--- src/core/acd_pkg.sv ---
// package with constants for chop, standby and current-detect sequencing
`default_nettype none
package acd_pkg;
	localparam int unsigned CLK_MHZ = 200;
	localparam int unsigned NUM_CH = 6;
	// register byte offsets
	localparam logic [7:0] OFF_CHOP_CFG = 8'h00;
	localparam logic [7:0] OFF_CLOCK_CFG = 8'h04;
	localparam logic [7:0] OFF_DETECT_CFG = 8'h08;
	localparam logic [7:0] OFF_THR_UPPER = 8'h0C;
	localparam logic [7:0] OFF_THR_LOWER = 8'h10;
	localparam logic [7:0] OFF_COMMAND = 8'h14;
	localparam logic [7:0] OFF_STATUS = 8'h18;
	localparam logic [7:0] OFF_CONFIG = 8'h1C;
	localparam logic [7:0] OFF_CD_SAMPLE = 8'h20;
	// command codes
	localparam logic [15:0] CMD_STANDBY = 16'h0022;
	localparam logic [15:0] CMD_WAKEUP = 16'h0033;
	// field positions
	localparam int unsigned F_CHOP_EN = 0;
	localparam int unsigned F_CHOP_DLY = 4;
	localparam int unsigned F_OSR = 8;
	localparam int unsigned F_PWR = 0;
	localparam int unsigned F_CHEN = 8;
	localparam int unsigned F_DET_EN = 0;
	localparam int unsigned F_DET_ALL = 1;
	localparam int unsigned F_DET_LEN = 4;
	localparam int unsigned F_DET_CNT = 8;
	localparam int unsigned F_DC_TEST = 0;
	localparam int unsigned F_PHASE_CAL = 1;
	// reset values
	localparam logic [3:0] RST_CHOP_DLY = 4'h0;
	localparam logic [2:0] RST_OSR = 3'h3;
	localparam logic [1:0] RST_PWR = 2'h2;
	localparam logic [5:0] RST_CHEN = 6'h3F;
	// timing in modulator periods; detect pass length in detect samples
	localparam int unsigned WAKE_SETTLE_MOD = 8;
	localparam int unsigned FIRST_EXTRA_MOD = 44;
	localparam int unsigned CONV_PER_RESULT = 3;
	localparam int unsigned DET_LEN_UNIT = 128;
	localparam int unsigned DET_LEN_SCALE = 4;
	localparam int unsigned OSR_BASE = 128;
	// nominal current-detect rate in samples per second
	localparam int unsigned DET_RATE_SPS = 2700;
	localparam int unsigned DET_SAMPLE_CYC = (CLK_MHZ * 1000000) / DET_RATE_SPS;
	typedef enum logic [1:0] {acd_active, acd_standby, acd_detect} acd_mode_e;
	typedef enum logic [2:0] {acd_idle, acd_delay, acd_conv, acd_swap} acd_chop_e;
endpackage
`default_nettype wire

--- src/core/acd_cfg_if.sv ---
// interface carrying chop configuration and results between modules
`default_nettype none
interface acd_cfg_if;
	logic        run;
	logic [3:0]  dly_sel;
	logic [2:0]  osr_sel;
	logic        restart;
	logic        result_stb;
	logic        first_done;
	logic        polarity;
	logic        filt_reset;
	modport ctl (output run, dly_sel, osr_sel, restart, input result_stb, first_done,
		polarity, filt_reset);
	modport seq (input run, dly_sel, osr_sel, restart, output result_stb, first_done,
		polarity, filt_reset);
endinterface
`default_nettype wire

--- src/core/acd_chop_seq.sv ---
// global-chop conversion sequencer timed in modulator ticks
`default_nettype none
module acd_chop_seq (
	input  wire logic aclk,    // system clock
	input  wire logic aresetn, // sync reset, active low
	input  wire logic mod_tick, // one modulator period
	input  wire logic signed [23:0] conv_in, // raw conversion result
	output logic signed [23:0] chop_out, // averaged result
	acd_cfg_if.seq    cfg      // control
);
	acd_pkg::acd_chop_e st_ff;
	logic [17:0] cnt_ff;
	logic [1:0]  nconv_ff;
	logic [1:0]  pairs_ff;
	logic signed [23:0] prev_ff;
	logic [17:0] dly_len;
	logic [17:0] conv_len;
	logic signed [24:0] sum;

	assign dly_len  = 18'h00002 << cfg.dly_sel;
	assign conv_len = 18'(acd_pkg::OSR_BASE) << cfg.osr_sel;
	assign sum      = 25'(prev_ff) - 25'(conv_in);

	always_ff @(posedge aclk)
	begin
		cfg.result_stb <= 1'b0;
		cfg.filt_reset <= 1'b0;
		if (!aresetn || !cfg.run || cfg.restart)
		begin
			st_ff <= acd_pkg::acd_delay;
			cnt_ff <= 18'h00001;
			nconv_ff <= '0;
			pairs_ff <= '0;
			cfg.polarity <= 1'b0;
			// falling back to normal polarity is a swap too
			cfg.filt_reset <= aresetn && cfg.polarity;
			cfg.first_done <= 1'b0;
			prev_ff <= '0;
			chop_out <= '0;
		end
		else if (mod_tick)
		begin
			cnt_ff <= cnt_ff + 18'h00001;
			case (st_ff)
			acd_pkg::acd_delay:
				if (cnt_ff + 18'h00001 >= dly_len + (pairs_ff == 2'h1 ?
					18'(acd_pkg::FIRST_EXTRA_MOD) : 18'h00000))
				begin
					st_ff <= acd_pkg::acd_conv;
					cnt_ff <= '0;
				end
			acd_pkg::acd_conv:
				if (cnt_ff + 18'h00001 >= conv_len)
				begin
					cnt_ff <= '0;
					nconv_ff <= nconv_ff + 2'h1;
					if (nconv_ff == 2'(acd_pkg::CONV_PER_RESULT - 1))
						st_ff <= acd_pkg::acd_swap;
				end
			acd_pkg::acd_swap:
			begin
				st_ff <= acd_pkg::acd_delay;
				cnt_ff <= 18'h00001;
				nconv_ff <= '0;
				cfg.polarity <= ~cfg.polarity;
				cfg.filt_reset <= 1'b1;
				prev_ff <= conv_in;
				if (pairs_ff != 2'h2)
					pairs_ff <= pairs_ff + 2'h1;
				if (pairs_ff != 2'h0)
				begin
					// sliding average; negated sample of opposite polarity cancels offset
					chop_out <= cfg.polarity ? 24'(sum >>> 1) : 24'((-sum) >>> 1);
					cfg.result_stb <= 1'b1;
					cfg.first_done <= 1'b1;
				end
			end
			default: st_ff <= acd_pkg::acd_delay;
			endcase
		end
	end
endmodule
`default_nettype wire

--- src/core/acd_detect.sv ---
// current-detect threshold comparator and counter per channel
`default_nettype none
module acd_detect #(
	parameter int unsigned NCH = 6 // channel count
) (
	input  wire logic aclk,    // system clock
	input  wire logic aresetn, // sync reset, active low
	input  wire logic start,   // begin a pass
	input  wire logic smp_stb, // one sample on all channels
	input  wire logic [NCH*24-1:0] smp, // samples, not visible to host
	input  wire logic [23:0] thr, // threshold
	input  wire logic [2:0] len_sel, // pass length
	input  wire logic [2:0] cnt_sel, // hits required
	input  wire logic all_ch,  // all channels required
	input  wire logic [NCH-1:0] ch_en, // channel enables
	output logic      done,    // pass finished pulse
	output logic      hit      // criteria met with done
);
	logic [11:0] nsmp_ff;
	logic        busy_ff;
	logic [NCH-1:0] met;
	logic [11:0] total;
	assign total = (len_sel == 3'h0) ? 12'(acd_pkg::DET_LEN_UNIT) :
		12'(acd_pkg::DET_LEN_UNIT * acd_pkg::DET_LEN_SCALE) * 12'(len_sel);

	genvar g;
	generate
		for (g = 0; g < NCH; g++)
		begin : g_ch
			logic [11:0] hits_ff;
			logic signed [23:0] s;
			logic [23:0] mag;
			assign s = smp[g*24 +: 24];
			assign mag = s[23] ? 24'(-s) : 24'(s);
			always_ff @(posedge aclk)
				if (!aresetn || start)
					hits_ff <= '0;
				else if (busy_ff && smp_stb && mag > thr && hits_ff != 12'hFFF)
					hits_ff <= hits_ff + 12'h001;
			assign met[g] = hits_ff >= 12'(cnt_sel) + 12'h001;
		end
	endgenerate

	always_ff @(posedge aclk)
	begin
		done <= 1'b0;
		hit <= 1'b0;
		if (!aresetn)
		begin
			busy_ff <= 1'b0;
			nsmp_ff <= '0;
		end
		else if (start)
		begin
			busy_ff <= 1'b1;
			nsmp_ff <= '0;
		end
		else if (busy_ff && smp_stb)
		begin
			nsmp_ff <= nsmp_ff + 12'h001;
			if (nsmp_ff + 12'h001 >= total)
			begin
				busy_ff <= 1'b0;
				done <= 1'b1;
				hit <= (ch_en != '0) && (all_ch ? ((met & ch_en) == ch_en)
					: ((met & ch_en) != '0));
			end
		end
	end
endmodule
`default_nettype wire

--- src/core/acd_top.sv ---
// top: register slave, power mode control, global chop and current detect
`default_nettype none
module acd_top #(
	parameter int unsigned RST_PULSE_LIMIT = 4096 // cycles below which a sync pulse is short
) (
	input  wire logic aclk,          // 200 MHz clock
	input  wire logic aresetn,       // sync reset, active low
	input  wire logic [7:0] s_axi_awaddr, // write address
	input  wire logic s_axi_awvalid, // write address valid
	output logic      s_axi_awready, // write address ready
	input  wire logic [31:0] s_axi_wdata, // write data
	input  wire logic [3:0] s_axi_wstrb, // write strobes
	input  wire logic s_axi_wvalid,  // write data valid
	output logic      s_axi_wready,  // write data ready
	output logic [1:0] s_axi_bresp,  // write response
	output logic      s_axi_bvalid,  // write response valid
	input  wire logic s_axi_bready,  // write response ready
	input  wire logic [7:0] s_axi_araddr, // read address
	input  wire logic s_axi_arvalid, // read address valid
	output logic      s_axi_arready, // read address ready
	output logic [31:0] s_axi_rdata, // read data
	output logic [1:0] s_axi_rresp,  // read response
	output logic      s_axi_rvalid,  // read data valid
	input  wire logic s_axi_rready,  // read data ready
	input  wire logic ext_clock_in,  // modulator clock, sampled
	input  wire logic sync_reset_n,  // sync/reset pin
	input  wire logic osc_tick,      // internal oscillator sample tick
	input  wire logic signed [23:0] conv_data, // modulator conversion result
	input  wire logic [143:0] detect_samples, // detect-mode samples
	output logic      data_ready_n,  // data ready, active low
	output logic      chop_polarity, // input polarity swap
	output logic      filter_reset,  // digital filter reset pulse
	output logic      analog_power_on, // nonessential circuitry enabled
	output logic      modulator_run, // modulators sampling
	output logic      osc_enable,    // internal oscillator enabled
	output logic      high_resolution_mode, // power mode outputs
	output logic      low_power_mode,
	output logic      very_low_power_mode,
	output logic      phase_cal_active, // phase calibration active
	output logic      dc_test_active // dc test signal routed
);
	// ************************
	// registers and state
	// ************************
	logic        chop_enable_ff;
	logic [3:0]  chop_delay_sel_ff;
	logic [2:0]  oversampling_ratio_ff;
	logic [1:0]  power_mode_sel_ff;
	logic [5:0]  channel_enable_ff;
	logic        detect_enable_ff;
	logic        detect_all_channels_ff;
	logic [2:0]  detect_length_ff;
	logic [2:0]  detect_count_ff;
	logic [11:0] threshold_upper_reg_ff;
	logic [11:0] threshold_lower_reg_ff;
	logic        dc_test_req_ff;
	logic        phase_cal_req_ff;
	acd_pkg::acd_mode_e mode_ff;
	logic [3:0]  wake_cnt_ff;
	logic        clk_d_ff;
	logic        sync_d_ff;
	logic [15:0] low_cnt_ff;
	logic        restart_ff;
	logic        awtaken_ff;
	logic        wtaken_ff;
	logic [7:0]  awaddr_ff;
	logic [31:0] wdata_ff;
	logic [3:0]  wstrb_ff;
	logic        wr_go;
	logic        mod_tick;
	logic        sync_fall;
	logic        sync_rise_short;
	logic        cmd_standby;
	logic        cmd_wakeup;
	logic        det_done;
	logic        det_hit;
	logic        det_start;
	logic [23:0] detect_threshold;
	logic signed [23:0] chop_result;
	acd_cfg_if   cfg ();

	assign detect_threshold = {threshold_upper_reg_ff, threshold_lower_reg_ff};
	assign mod_tick = ext_clock_in && !clk_d_ff && mode_ff == acd_pkg::acd_active;
	assign sync_fall = !sync_reset_n && sync_d_ff;
	assign sync_rise_short = sync_reset_n && !sync_d_ff &&
		low_cnt_ff < 16'(RST_PULSE_LIMIT);

	// ************************
	// axi4-lite write
	// ************************
	assign s_axi_awready = !awtaken_ff && !s_axi_bvalid;
	assign s_axi_wready  = !wtaken_ff && !s_axi_bvalid;
	assign s_axi_bresp   = 2'h0;
	assign wr_go = awtaken_ff && wtaken_ff && !s_axi_bvalid;

	always_ff @(posedge aclk)
		if (!aresetn)
		begin
			awtaken_ff <= 1'b0;
			awaddr_ff <= '0;
		end
		else if (s_axi_awvalid && s_axi_awready)
		begin
			awtaken_ff <= 1'b1;
			awaddr_ff <= s_axi_awaddr;
		end
		else if (wr_go)
			awtaken_ff <= 1'b0;

	always_ff @(posedge aclk)
		if (!aresetn)
		begin
			wtaken_ff <= 1'b0;
			wdata_ff <= '0;
			wstrb_ff <= '0;
		end
		else if (s_axi_wvalid && s_axi_wready)
		begin
			wtaken_ff <= 1'b1;
			wdata_ff <= s_axi_wdata;
			wstrb_ff <= s_axi_wstrb;
		end
		else if (wr_go)
			wtaken_ff <= 1'b0;

	always_ff @(posedge aclk)
		if (!aresetn)
			s_axi_bvalid <= 1'b0;
		else if (wr_go)
			s_axi_bvalid <= 1'b1;
		else if (s_axi_bready)
			s_axi_bvalid <= 1'b0;

	// register writes; all settings survive standby
	always_ff @(posedge aclk)
		if (!aresetn)
		begin
			chop_enable_ff <= 1'b0;
			chop_delay_sel_ff <= acd_pkg::RST_CHOP_DLY;
			oversampling_ratio_ff <= acd_pkg::RST_OSR;
			power_mode_sel_ff <= acd_pkg::RST_PWR;
			channel_enable_ff <= acd_pkg::RST_CHEN;
			detect_enable_ff <= 1'b0;
			detect_all_channels_ff <= 1'b0;
			detect_length_ff <= '0;
			detect_count_ff <= '0;
			threshold_upper_reg_ff <= '0;
			threshold_lower_reg_ff <= '0;
			dc_test_req_ff <= 1'b0;
			phase_cal_req_ff <= 1'b0;
		end
		else if (wr_go)
			case (awaddr_ff)
			acd_pkg::OFF_CHOP_CFG:
			begin
				if (wstrb_ff[0])
				begin
					chop_enable_ff <= wdata_ff[acd_pkg::F_CHOP_EN];
					chop_delay_sel_ff <= wdata_ff[acd_pkg::F_CHOP_DLY +: 4];
				end
				if (wstrb_ff[1])
					oversampling_ratio_ff <= wdata_ff[acd_pkg::F_OSR +: 3];
			end
			acd_pkg::OFF_CLOCK_CFG:
			begin
				if (wstrb_ff[0])
					power_mode_sel_ff <= wdata_ff[acd_pkg::F_PWR +: 2];
				if (wstrb_ff[1])
					channel_enable_ff <= wdata_ff[acd_pkg::F_CHEN +: 6];
			end
			acd_pkg::OFF_DETECT_CFG:
			begin
				if (wstrb_ff[0])
				begin
					detect_enable_ff <= wdata_ff[acd_pkg::F_DET_EN];
					detect_all_channels_ff <= wdata_ff[acd_pkg::F_DET_ALL];
					detect_length_ff <= wdata_ff[acd_pkg::F_DET_LEN +: 3];
				end
				if (wstrb_ff[1])
					detect_count_ff <= wdata_ff[acd_pkg::F_DET_CNT +: 3];
			end
			acd_pkg::OFF_THR_UPPER:
				if (wstrb_ff[0] && wstrb_ff[1])
					threshold_upper_reg_ff <= wdata_ff[11:0];
			acd_pkg::OFF_THR_LOWER:
				if (wstrb_ff[0] && wstrb_ff[1])
					threshold_lower_reg_ff <= wdata_ff[11:0];
			acd_pkg::OFF_CONFIG:
				if (wstrb_ff[0])
				begin
					dc_test_req_ff <= wdata_ff[acd_pkg::F_DC_TEST];
					phase_cal_req_ff <= wdata_ff[acd_pkg::F_PHASE_CAL];
				end
			default: ;
			endcase

	assign cmd_standby = wr_go && awaddr_ff == acd_pkg::OFF_COMMAND &&
		wdata_ff[15:0] == acd_pkg::CMD_STANDBY;
	assign cmd_wakeup = wr_go && awaddr_ff == acd_pkg::OFF_COMMAND &&
		wdata_ff[15:0] == acd_pkg::CMD_WAKEUP;

	// ************************
	// axi4-lite read
	// ************************
	assign s_axi_arready = !s_axi_rvalid;
	assign s_axi_rresp = 2'h0;

	always_ff @(posedge aclk)
		if (!aresetn)
		begin
			s_axi_rvalid <= 1'b0;
			s_axi_rdata <= '0;
		end
		else if (s_axi_arvalid && s_axi_arready)
		begin
			s_axi_rvalid <= 1'b1;
			case (s_axi_araddr)
			acd_pkg::OFF_CHOP_CFG: s_axi_rdata <= 32'({oversampling_ratio_ff,
				chop_delay_sel_ff, 3'h0, chop_enable_ff});
			acd_pkg::OFF_CLOCK_CFG: s_axi_rdata <= 32'({channel_enable_ff, 6'h00,
				power_mode_sel_ff});
			acd_pkg::OFF_DETECT_CFG: s_axi_rdata <= 32'({detect_count_ff, 1'b0,
				detect_length_ff, 2'h0, detect_all_channels_ff, detect_enable_ff});
			acd_pkg::OFF_THR_UPPER: s_axi_rdata <= 32'(threshold_upper_reg_ff);
			acd_pkg::OFF_THR_LOWER: s_axi_rdata <= 32'(threshold_lower_reg_ff);
			acd_pkg::OFF_STATUS: s_axi_rdata <= 32'({cfg.first_done, cfg.polarity,
				mode_ff});
			acd_pkg::OFF_CONFIG: s_axi_rdata <= 32'({phase_cal_req_ff, dc_test_req_ff});
			// the chop result is readable; detect samples never are
			acd_pkg::OFF_CD_SAMPLE: s_axi_rdata <= 32'(chop_result);
			default: s_axi_rdata <= '0;
			endcase
		end
		else if (s_axi_rready)
			s_axi_rvalid <= 1'b0;

	// ************************
	// pin sampling and sync pulse width
	// ************************
	always_ff @(posedge aclk)
		if (!aresetn)
		begin
			clk_d_ff <= 1'b0;
			sync_d_ff <= 1'b1;
		end
		else
		begin
			clk_d_ff <= ext_clock_in;
			sync_d_ff <= sync_reset_n;
		end

	always_ff @(posedge aclk)
		if (!aresetn || sync_fall)
			low_cnt_ff <= '0;
		else if (!sync_reset_n && low_cnt_ff != 16'hFFFF)
			low_cnt_ff <= low_cnt_ff + 16'h0001;

	// ************************
	// power mode state
	// ************************
	assign det_start = mode_ff == acd_pkg::acd_standby && sync_rise_short &&
		detect_enable_ff;

	always_ff @(posedge aclk)
		if (!aresetn)
			mode_ff <= acd_pkg::acd_active;
		else
			case (mode_ff)
			acd_pkg::acd_active:
				if (cmd_standby)
					mode_ff <= acd_pkg::acd_standby;
			acd_pkg::acd_standby:
				if (cmd_wakeup)
					mode_ff <= acd_pkg::acd_active;
				else if (det_start)
					mode_ff <= acd_pkg::acd_detect;
			acd_pkg::acd_detect:
				if (det_done || !detect_enable_ff)
					mode_ff <= acd_pkg::acd_standby;
			default: mode_ff <= acd_pkg::acd_active;
			endcase

	// modulators start after eight modulator clock rising edges once awake
	always_ff @(posedge aclk)
		if (!aresetn || mode_ff != acd_pkg::acd_active)
			wake_cnt_ff <= '0;
		else if (mod_tick && wake_cnt_ff != 4'(acd_pkg::WAKE_SETTLE_MOD))
			wake_cnt_ff <= wake_cnt_ff + 4'h1;

	assign modulator_run = wake_cnt_ff == 4'(acd_pkg::WAKE_SETTLE_MOD) &&
		channel_enable_ff != '0;
	assign analog_power_on = mode_ff == acd_pkg::acd_active;
	assign osc_enable = mode_ff == acd_pkg::acd_detect;
	assign high_resolution_mode = power_mode_sel_ff == 2'h2 ||
		power_mode_sel_ff == 2'h3;
	assign low_power_mode = power_mode_sel_ff == 2'h1;
	assign very_low_power_mode = power_mode_sel_ff == 2'h0;
	assign phase_cal_active = phase_cal_req_ff && !chop_enable_ff;
	assign dc_test_active = dc_test_req_ff && !chop_enable_ff;

	// ************************
	// global chop
	// ************************
	always_ff @(posedge aclk)
		if (!aresetn)
			restart_ff <= 1'b0;
		else
			restart_ff <= sync_fall || (wr_go && awaddr_ff == acd_pkg::OFF_CHOP_CFG &&
				wstrb_ff[1] && wdata_ff[acd_pkg::F_OSR +: 3] != oversampling_ratio_ff);

	assign cfg.run = chop_enable_ff && modulator_run;
	assign cfg.dly_sel = chop_delay_sel_ff;
	assign cfg.osr_sel = oversampling_ratio_ff;
	assign cfg.restart = restart_ff;
	assign chop_polarity = cfg.polarity;
	assign filter_reset = cfg.filt_reset;

	acd_chop_seq u_chop (
		.aclk     (aclk),
		.aresetn  (aresetn),
		.mod_tick (mod_tick),
		.conv_in  (conv_data),
		.chop_out (chop_result),
		.cfg      (cfg)
	);

	// ************************
	// current detect
	// ************************
	acd_detect #(.NCH(acd_pkg::NUM_CH)) u_det (
		.aclk     (aclk),
		.aresetn  (aresetn),
		.start    (det_start),
		.smp_stb  (osc_tick && mode_ff == acd_pkg::acd_detect),
		.smp      (detect_samples),
		.thr      (detect_threshold),
		.len_sel  (detect_length_ff),
		.cnt_sel  (detect_count_ff),
		.all_ch   (detect_all_channels_ff),
		.ch_en    (channel_enable_ff),
		.done     (det_done),
		.hit      (det_hit)
	);

	// data-ready: one-cycle low pulse per event
	always_ff @(posedge aclk)
		if (!aresetn)
			data_ready_n <= 1'b1;
		else
			data_ready_n <= !(cfg.result_stb || (det_done && det_hit));
endmodule
`default_nettype wire

--- config.mk ---
export PLATFORM = sky130hd
export DESIGN_NAME = acd_top
export DESIGN_NICKNAME = d
export VERILOG_FILES = /design/src/core/acd_pkg.sv /design/src/core/acd_cfg_if.sv /design/src/core/acd_chop_seq.sv /design/src/core/acd_detect.sv /design/src/core/acd_top.sv
export SDC_FILE = /design/constraint.sdc
export NUM_CORES = 1
export LEC_CHECK = 0
export BUFFER_PORTS_ARGS = -buffer_cell sky130_fd_sc_hd__buf_2
export CORE_ASPECT_RATIO = 1.4
export CORE_MARGIN = 2
export CORE_UTILIZATION = 55
export CTS_CLUSTER_DIAMETER = 40
export DETAILED_ROUTE_END_ITERATION = 10
export PLACE_DENSITY = 0.81
export SYNTH_ARGS = -nofsm -noshare
export SYNTH_HDL_FRONTEND = slang
export SYNTH_SLANG_ARGS = --single-unit
--- constraint.sdc ---
create_clock -name aclk -period 18.2 [get_ports aclk]
set_clock_uncertainty 0.2 [all_clocks]
set_input_delay 4.55 -clock aclk [delete_from_list [all_inputs] [get_ports aclk]]
set_output_delay 4.55 -clock aclk [all_outputs]
set_load 0.03 [all_outputs]
[Yosys cells after proc, flatten, opt, wreduce, memory -nomap -nowiden]
Index checks and enable logic that the tools add are counted.
Storage, ports and cells
  register bits after elaboration: 302
  bits of input ports: 230
  output and inout bits: 52
  logic and storage cells: 279
Operators by class
  $add $sub $neg: 22
  $lt $le $gt $ge: 16
  eq/ne operators: 43
  shift operators: 2
  mux-type cells: 40
  bitwise operators: 7
  reduce and logical (&&, ||, !) cells: 101
Operator list (number)
  $pmux 32 s8: 1
  $mux 24: 7
  $gt 24x24->1: 6
  $neg 24->24: 6
  $add 12x1->12 const B: 7
  $ge 12x12->1: 7
  $ne 12x12->1 const B: 6
  $pmux 18 s3: 1
  $eq 8x5->1 const B: 6
  $logic_and 1x1->1: 44
  $reduce_and 3->1: 13
  $ge 18x18->1: 2
  $mux 18: 2
  $eq 16x6->1 const B: 2
  $eq 8x4->1 const B: 4
  $neg 25->25: 1
  $sub 24x24->25: 1
  $add 18x1->18 const B: 1
  $add 18x18->18: 1
  $reduce_bool 2->1: 9
  $shl 2x4->18 const A: 1
  $shl 8x3->18 const A: 1
  $add 16x1->16 const B: 1
  $eq 8x3->1 const B: 2
  38 further kinds: 99

[Depth between registers and ports, before layout]
  word-level depth: 8
  depth in mapped cells: 22
  gate-level depth less buffers: 21

[Cells and area by module]
From an unflattened synthesis, not the netlist that was laid out.
Unflattened totals
  cell total of the unflattened synthesis: 2986
  area total of the unflattened synthesis: 23401.2 um^2
By module, submodules not included
  acd_detect: instances 1, cells each 1385, area an instance 10835.4 um^2, seq. area each 1741.7 um^2
  acd_chop_seq: instances 1, cells each 848, area an instance 6486.2 um^2, seq. area each 1521.5 um^2
  acd_top: instances 1, cells each 753, area an instance 6079.6 um^2, seq. area each 2602.5 um^2

[Worst setup path before layout]
No wires, ideal clock.
  kind: input to register
  start: input detect_samples[96]
  end: register u_det.g_ch[4].hits_ff[0]
  arrival: 8.669 ns
  path slack: 9.204 ns
  stages: 20
  cells stage by stage: inv_1 ha_1 nand2_1 or3_1 or4_1 or4_1 o41ai_1 xnor2_1 ha_1 a21o_1 a21o_1 a21o_1 a21o_1 a21o_1 a221o_1 o221ai_1 buf_2 buf_2 xnor2_1 nor2_1
On the way
  cells in the longest elaborated chain, start to end: 5
Ends and longest elaborated chain
  from (decl): line acd_top.sv:29  | input wire logic [143:0] detect_samples,
  $neg 24->24: line acd_detect.sv:34  | assign mag = s[23] ? 24'(-s) : 24'(s);
  $mux 24 *: line acd_detect.sv:34
  $gt 24x24->1 *: line acd_detect.sv:38  | else if (busy_ff && smp_stb && mag > thr && hits_ff != 12'hFFF)
  $logic_and 1x1->1 * (2 in a row): line acd_detect.sv:38
  to (signal assigned): line acd_detect.sv:39  | hits_ff <= hits_ff + 12'h001;
  to (decl): line acd_detect.sv:30  | logic [11:0] hits_ff;
Every way passes the cells marked *; elsewhere a longest branch is shown, timed or not.
A chain may end at the register's enable or synchronous reset.

[Worst setup path after layout]
  start: input detect_samples[77]
  end: register u_det.g_ch[3].hits_ff[6]
On the way
  cells in the longest elaborated chain, start to end: 5
Ends and longest elaborated chain (line)
  $neg 24->24: acd_detect.sv:34
  $mux 24 *: acd_detect.sv:34
  $gt 24x24->1 *: acd_detect.sv:38
  $logic_and 1x1->1 * (2 in a row): acd_detect.sv:38
  to (signal assigned): acd_detect.sv:39
  to (decl): acd_detect.sv:30
Marked as above.

==> metrics.md <==
| Metric | Value |
|---|---|
| RSZ-0062 raised after global routing | `no` |
| Sequential-to-total area share from yosys stat | `25.95%` |
| Dominant synthesized flop cell | `dfxtp_1` |
| DRC | `0` |
| Fin crit share | `between 50% and 60%` |
| Slowest cell on crit path | `a21oi_1` |
| Area of the core | `0.04039 sq mm` |
| DRT antenna net count | `0` |
| Post-CTS sizing | `0` |
| DIE HEIGHT | `roughly 240 um` |
| CTS Hold Bufs | `0` |
| R2R Path End | `u_chop.cnt_ff[4]` |
| Syn avg cell area | `about 8 sq um` |
| Global placement routability congestion | `~0.94` |
| Max-slew headroom at the worst pin | `a little over a fifth` |
| Maximum vdd drop | `0.08715 mV` |
| Proportion of layout cells with a drive suffix above 1 | `12.12%` |
| Die X | `175.3 um` |
| Row count | `87` |
| Routed vias/inst | `6.114` |
| R2R cell count | `15` |
| Startpoint class of the critical path | `primary input` |
| Required time of the critical path | `between 15000 and 20000 ps` |
| Final net count | `between 3000 and 4000` |
| CP endpoint | `u_det.g_ch[3].hits_ff[6]` |
| Crit path from | `detect_samples[77]` |
| Root Buffer | `clkbuf_16` |
| Cts bufs inserted | `36` |
| Post-Syn Area | `0.02260 sq mm` |
| Worst-Skew Late Latency | `540 ps` |
| Number of max-cap violations | `0` |
| Reg2reg setup slack | `roughly 13000 ps` |
| Leak pwr | `between 10 and 15 nW` |
| Layout area overhead | `12.27%` |
| Total number of vias | `21960` |
| Crit path kind | `in2reg` |
| Worst Tran Pin Value | `1174 ps` |
| Worst-path clk slew | `~60 ps` |
| CTS tree | `built` |
| Final Hold Fails | `0` |
| CP bufs+invs | `1` |
| Critical Path AT | `9330 ps` |
| I/O pins | `282` |
| Sink Count | `293` |
| Total power | `around 1.6 mW` |
| Dpl hpwl | `roughly 50 mm` |
| Final setup violation count | `0` |
| Max-slew violation total from the final report | `0` |
| Vias in the first global route | `21650` |
| Area of the die | `0.04276 sq mm` |
| YS warnings | `0` |
| Top cell family by delay on the critical path | `simple AND/OR/NAND/NOR gates` |
| Worst Path Max Fanout | `9` |
| CP Depth | `18` |
| Cells on Worst Hold Path | `2` |
| Max Clk Rate | `0.1098 GHz` |
| First-pass GRT wire length | `105.7 mm` |
| Post-CTS Repair Setup Buffers | `0` |
| H-tree depth | `2` |
| Hold crit path type | `reg2reg` |
| Mapped Cells | `~2800` |
| Worst r2r src | `cfg.dly_sel[1]` |
| Setup tns final | `0 ps` |
| Async S/R FF share, synth | `0%` |
| Wire length per cell | `approximately 19 um` |
| PD cells | `64.08 mW/mm^2` |
| Starting Density | `55.97%` |
| Netlist cell types | `85` |
| Clk buf depth | `3` |
| Largest net degree at the start of global routing | `roughly 90` |
| Initial DRT Pass Iterations | `7` |
| Seq cells post-synth | `293` |
| GR Overflow Total | `0` |
| Most common cell after layout, fill and taps aside | `nand2_1` |
| Post-synth EDFFs | `0` |
| Port Buffers | `approximately 260` |
| WL final | `just under 70 mm` |
| DRT iter0 DRCs | `~1500` |
| Tmin final | `9108 ps` |
| GRT Total Usage | `30.38%` |
| Max stage delay on crit path | `approximately 600 ps` |
| Most frequent cells in the layout | `nand2_1 (348), dfxtp_1 (293), buf_2 (259)` |
| Cell breakdown of the critical path | `buf_2, or4_4, or4_1, or2_2, nor4_4, nand2b_1, or2_2, o21ai_0, xnor2_1, ha_1, nand4_1, nor4_1, o211ai_1, a21oi_1, nor3_1, a21oi_1, a31oi_1, a41o_1` |
| Crit. End Element | `flip-flop` |
| Status | `complete, no violations` |
| Initial antenna violation count | `4` |
state kept, by name, summed over array words and instances (netlist names), 3 cells and up:
name,flops
channel_enable_ff,6
cfg.dly_sel,4
s_axi_rdata,24
threshold_upper_reg_ff,12
u_det.nsmp_ff,12
u_chop.chop_out,24
threshold_lower_reg_ff,12
wake_cnt_ff,4
u_det.g_ch.hits_ff,72
low_cnt_ff,16
detect_length_ff,3
u_chop.cnt_ff,18
awaddr_ff,8
wdata_ff,16
u_chop.prev_ff,24
cfg.osr_sel,3
detect_count_ff,3
tightest hold or removal path: stages (launching register included):
cell and delay, ps:
dfxtp_1 310, nand2_1 50, a21oi_1 50
kinds of logic (layout without fill, tap and decap cells):
| logic type | Yosys count | after routing | share of synthesized area [%] |
|---|---|---|---|
| AOI/OAI and AO/OA | 696 | 696 | 20.59 |
| adders and majority gates | 256 | 256 | 14.24 |
| xor gates and xnor gates | 250 | 250 | 9.687 |
| muxes | 45 | 45 | 2.004 |
| buffers and inverters | 239 | 450 | 4.262 |
| other | 2 | 10 | 0.03323 |
| and+or+nand+nor | 1058 | 1058 | 23.23 |
| DFF | 293 | 293 | 25.95 |
synthesized netlist by cell type, drive strengths merged (10+ instances only):
cell type / count / share of area (%)
buf: 29 / 0.77
o41ai: 23 / 0.92
and2: 23 / 0.64
nand2: 350 / 5.8
a21boi: 59 / 2.0
o211ai: 12 / 0.40
a31oi: 35 / 0.97
clkbuf: 94 / 1.6
nor3: 46 / 1.1
or4: 42 / 1.4
a21o: 73 / 2.4
ha: 254 / 14
inv: 116 / 1.9
o21ai: 115 / 2.5
xor2: 50 / 1.9
a211oi: 30 / 1.1
nand3: 105 / 2.3
a21oi: 176 / 3.9
mux2i: 43 / 1.9
nand2b: 39 / 1.1
nand3b: 10 / 0.33
dfxtp: 293 / 26
nand4: 58 / 1.6
and3: 33 / 0.91
o31ai: 54 / 1.8
a22oi: 28 / 0.93
nor2: 198 / 3.3
nor4: 24 / 0.76
nor2b: 68 / 1.9
xnor2: 200 / 7.7
o21a: 28 / 0.93
or3: 26 / 0.72
layer usage:
metal | up-vias | GRT usage, % | part of all wire (%)
li1 | 10600 | - | -
met1 | 10290 | 32.40 | 37
met2 | 821 | 54.04 | 49
met3 | 260 | 5.587 | 6.7
met4 | 0 | 20.56 | 7.1
met5 | - | 0 | 0
metrics by stage:
| step | util, % | instances | setup WS, ps | cell area (sq um) | hold slack (ps) |
|---|---|---|---|---|---|
| 2_1_floorplan | - | 2842 | 9204 | 22610 | 231.9 |
| 3_3_place_gp | 59.81 | 3523 | 8631 | 24150 | 240.7 |
| 4_1_cts | 62.80 | 3587 | 9086 | 25360 | 255.9 |
| 3_5_place_dp | 59.81 | 3523 | 8543 | 24150 | 247.8 |
| 5_1_grt | 62.83 | 3591 | 8596 | 25370 | 271.8 |
| 6_report | 62.83 | 3592 | 9092 | 25380 | 255.2 |
final cells by class:
| cell class | instances | area [sq um] |
|---|---|---|
| Antenna cell | 5 | 12.51 |
| Sequential cell | 293 | 5866 |
| Tap cell | 534 | 668.1 |
| Clock buffer | 43 | 988.4 |
| Inverter | 116 | 435.4 |
| Clock inverter | 21 | 221.5 |
| Fill cell | 3423 | 15010 |
| Multi-Input combinational cell | 2310 | 15810 |
| Timing Repair Buffer | 270 | 1379 |
worst min path at each step:
stage	end	from
after floorplan	u_chop.nconv_ff[0]	u_chop.nconv_ff[0]
after global placement	u_chop.nconv_ff[0]	u_chop.nconv_ff[0]
after detailed placement	u_chop.nconv_ff[0]	u_chop.nconv_ff[0]
after CTS	u_chop.nconv_ff[0]	u_chop.nconv_ff[0]
after global routing	u_chop.prev_ff[4]	u_chop.prev_ff[4]
final	u_chop.nconv_ff[0]	u_chop.nconv_ff[0]
power by group:
part	internal [mW]	switching, mW	leakage [nW]
clock	0.436	0.293	0.605
sequential	0.647	0.00865	2.37
combinational	0.105	0.136	7.12
total	1.19	0.438	10.1
No activity file was read; power rests on OpenSTA's default activity.
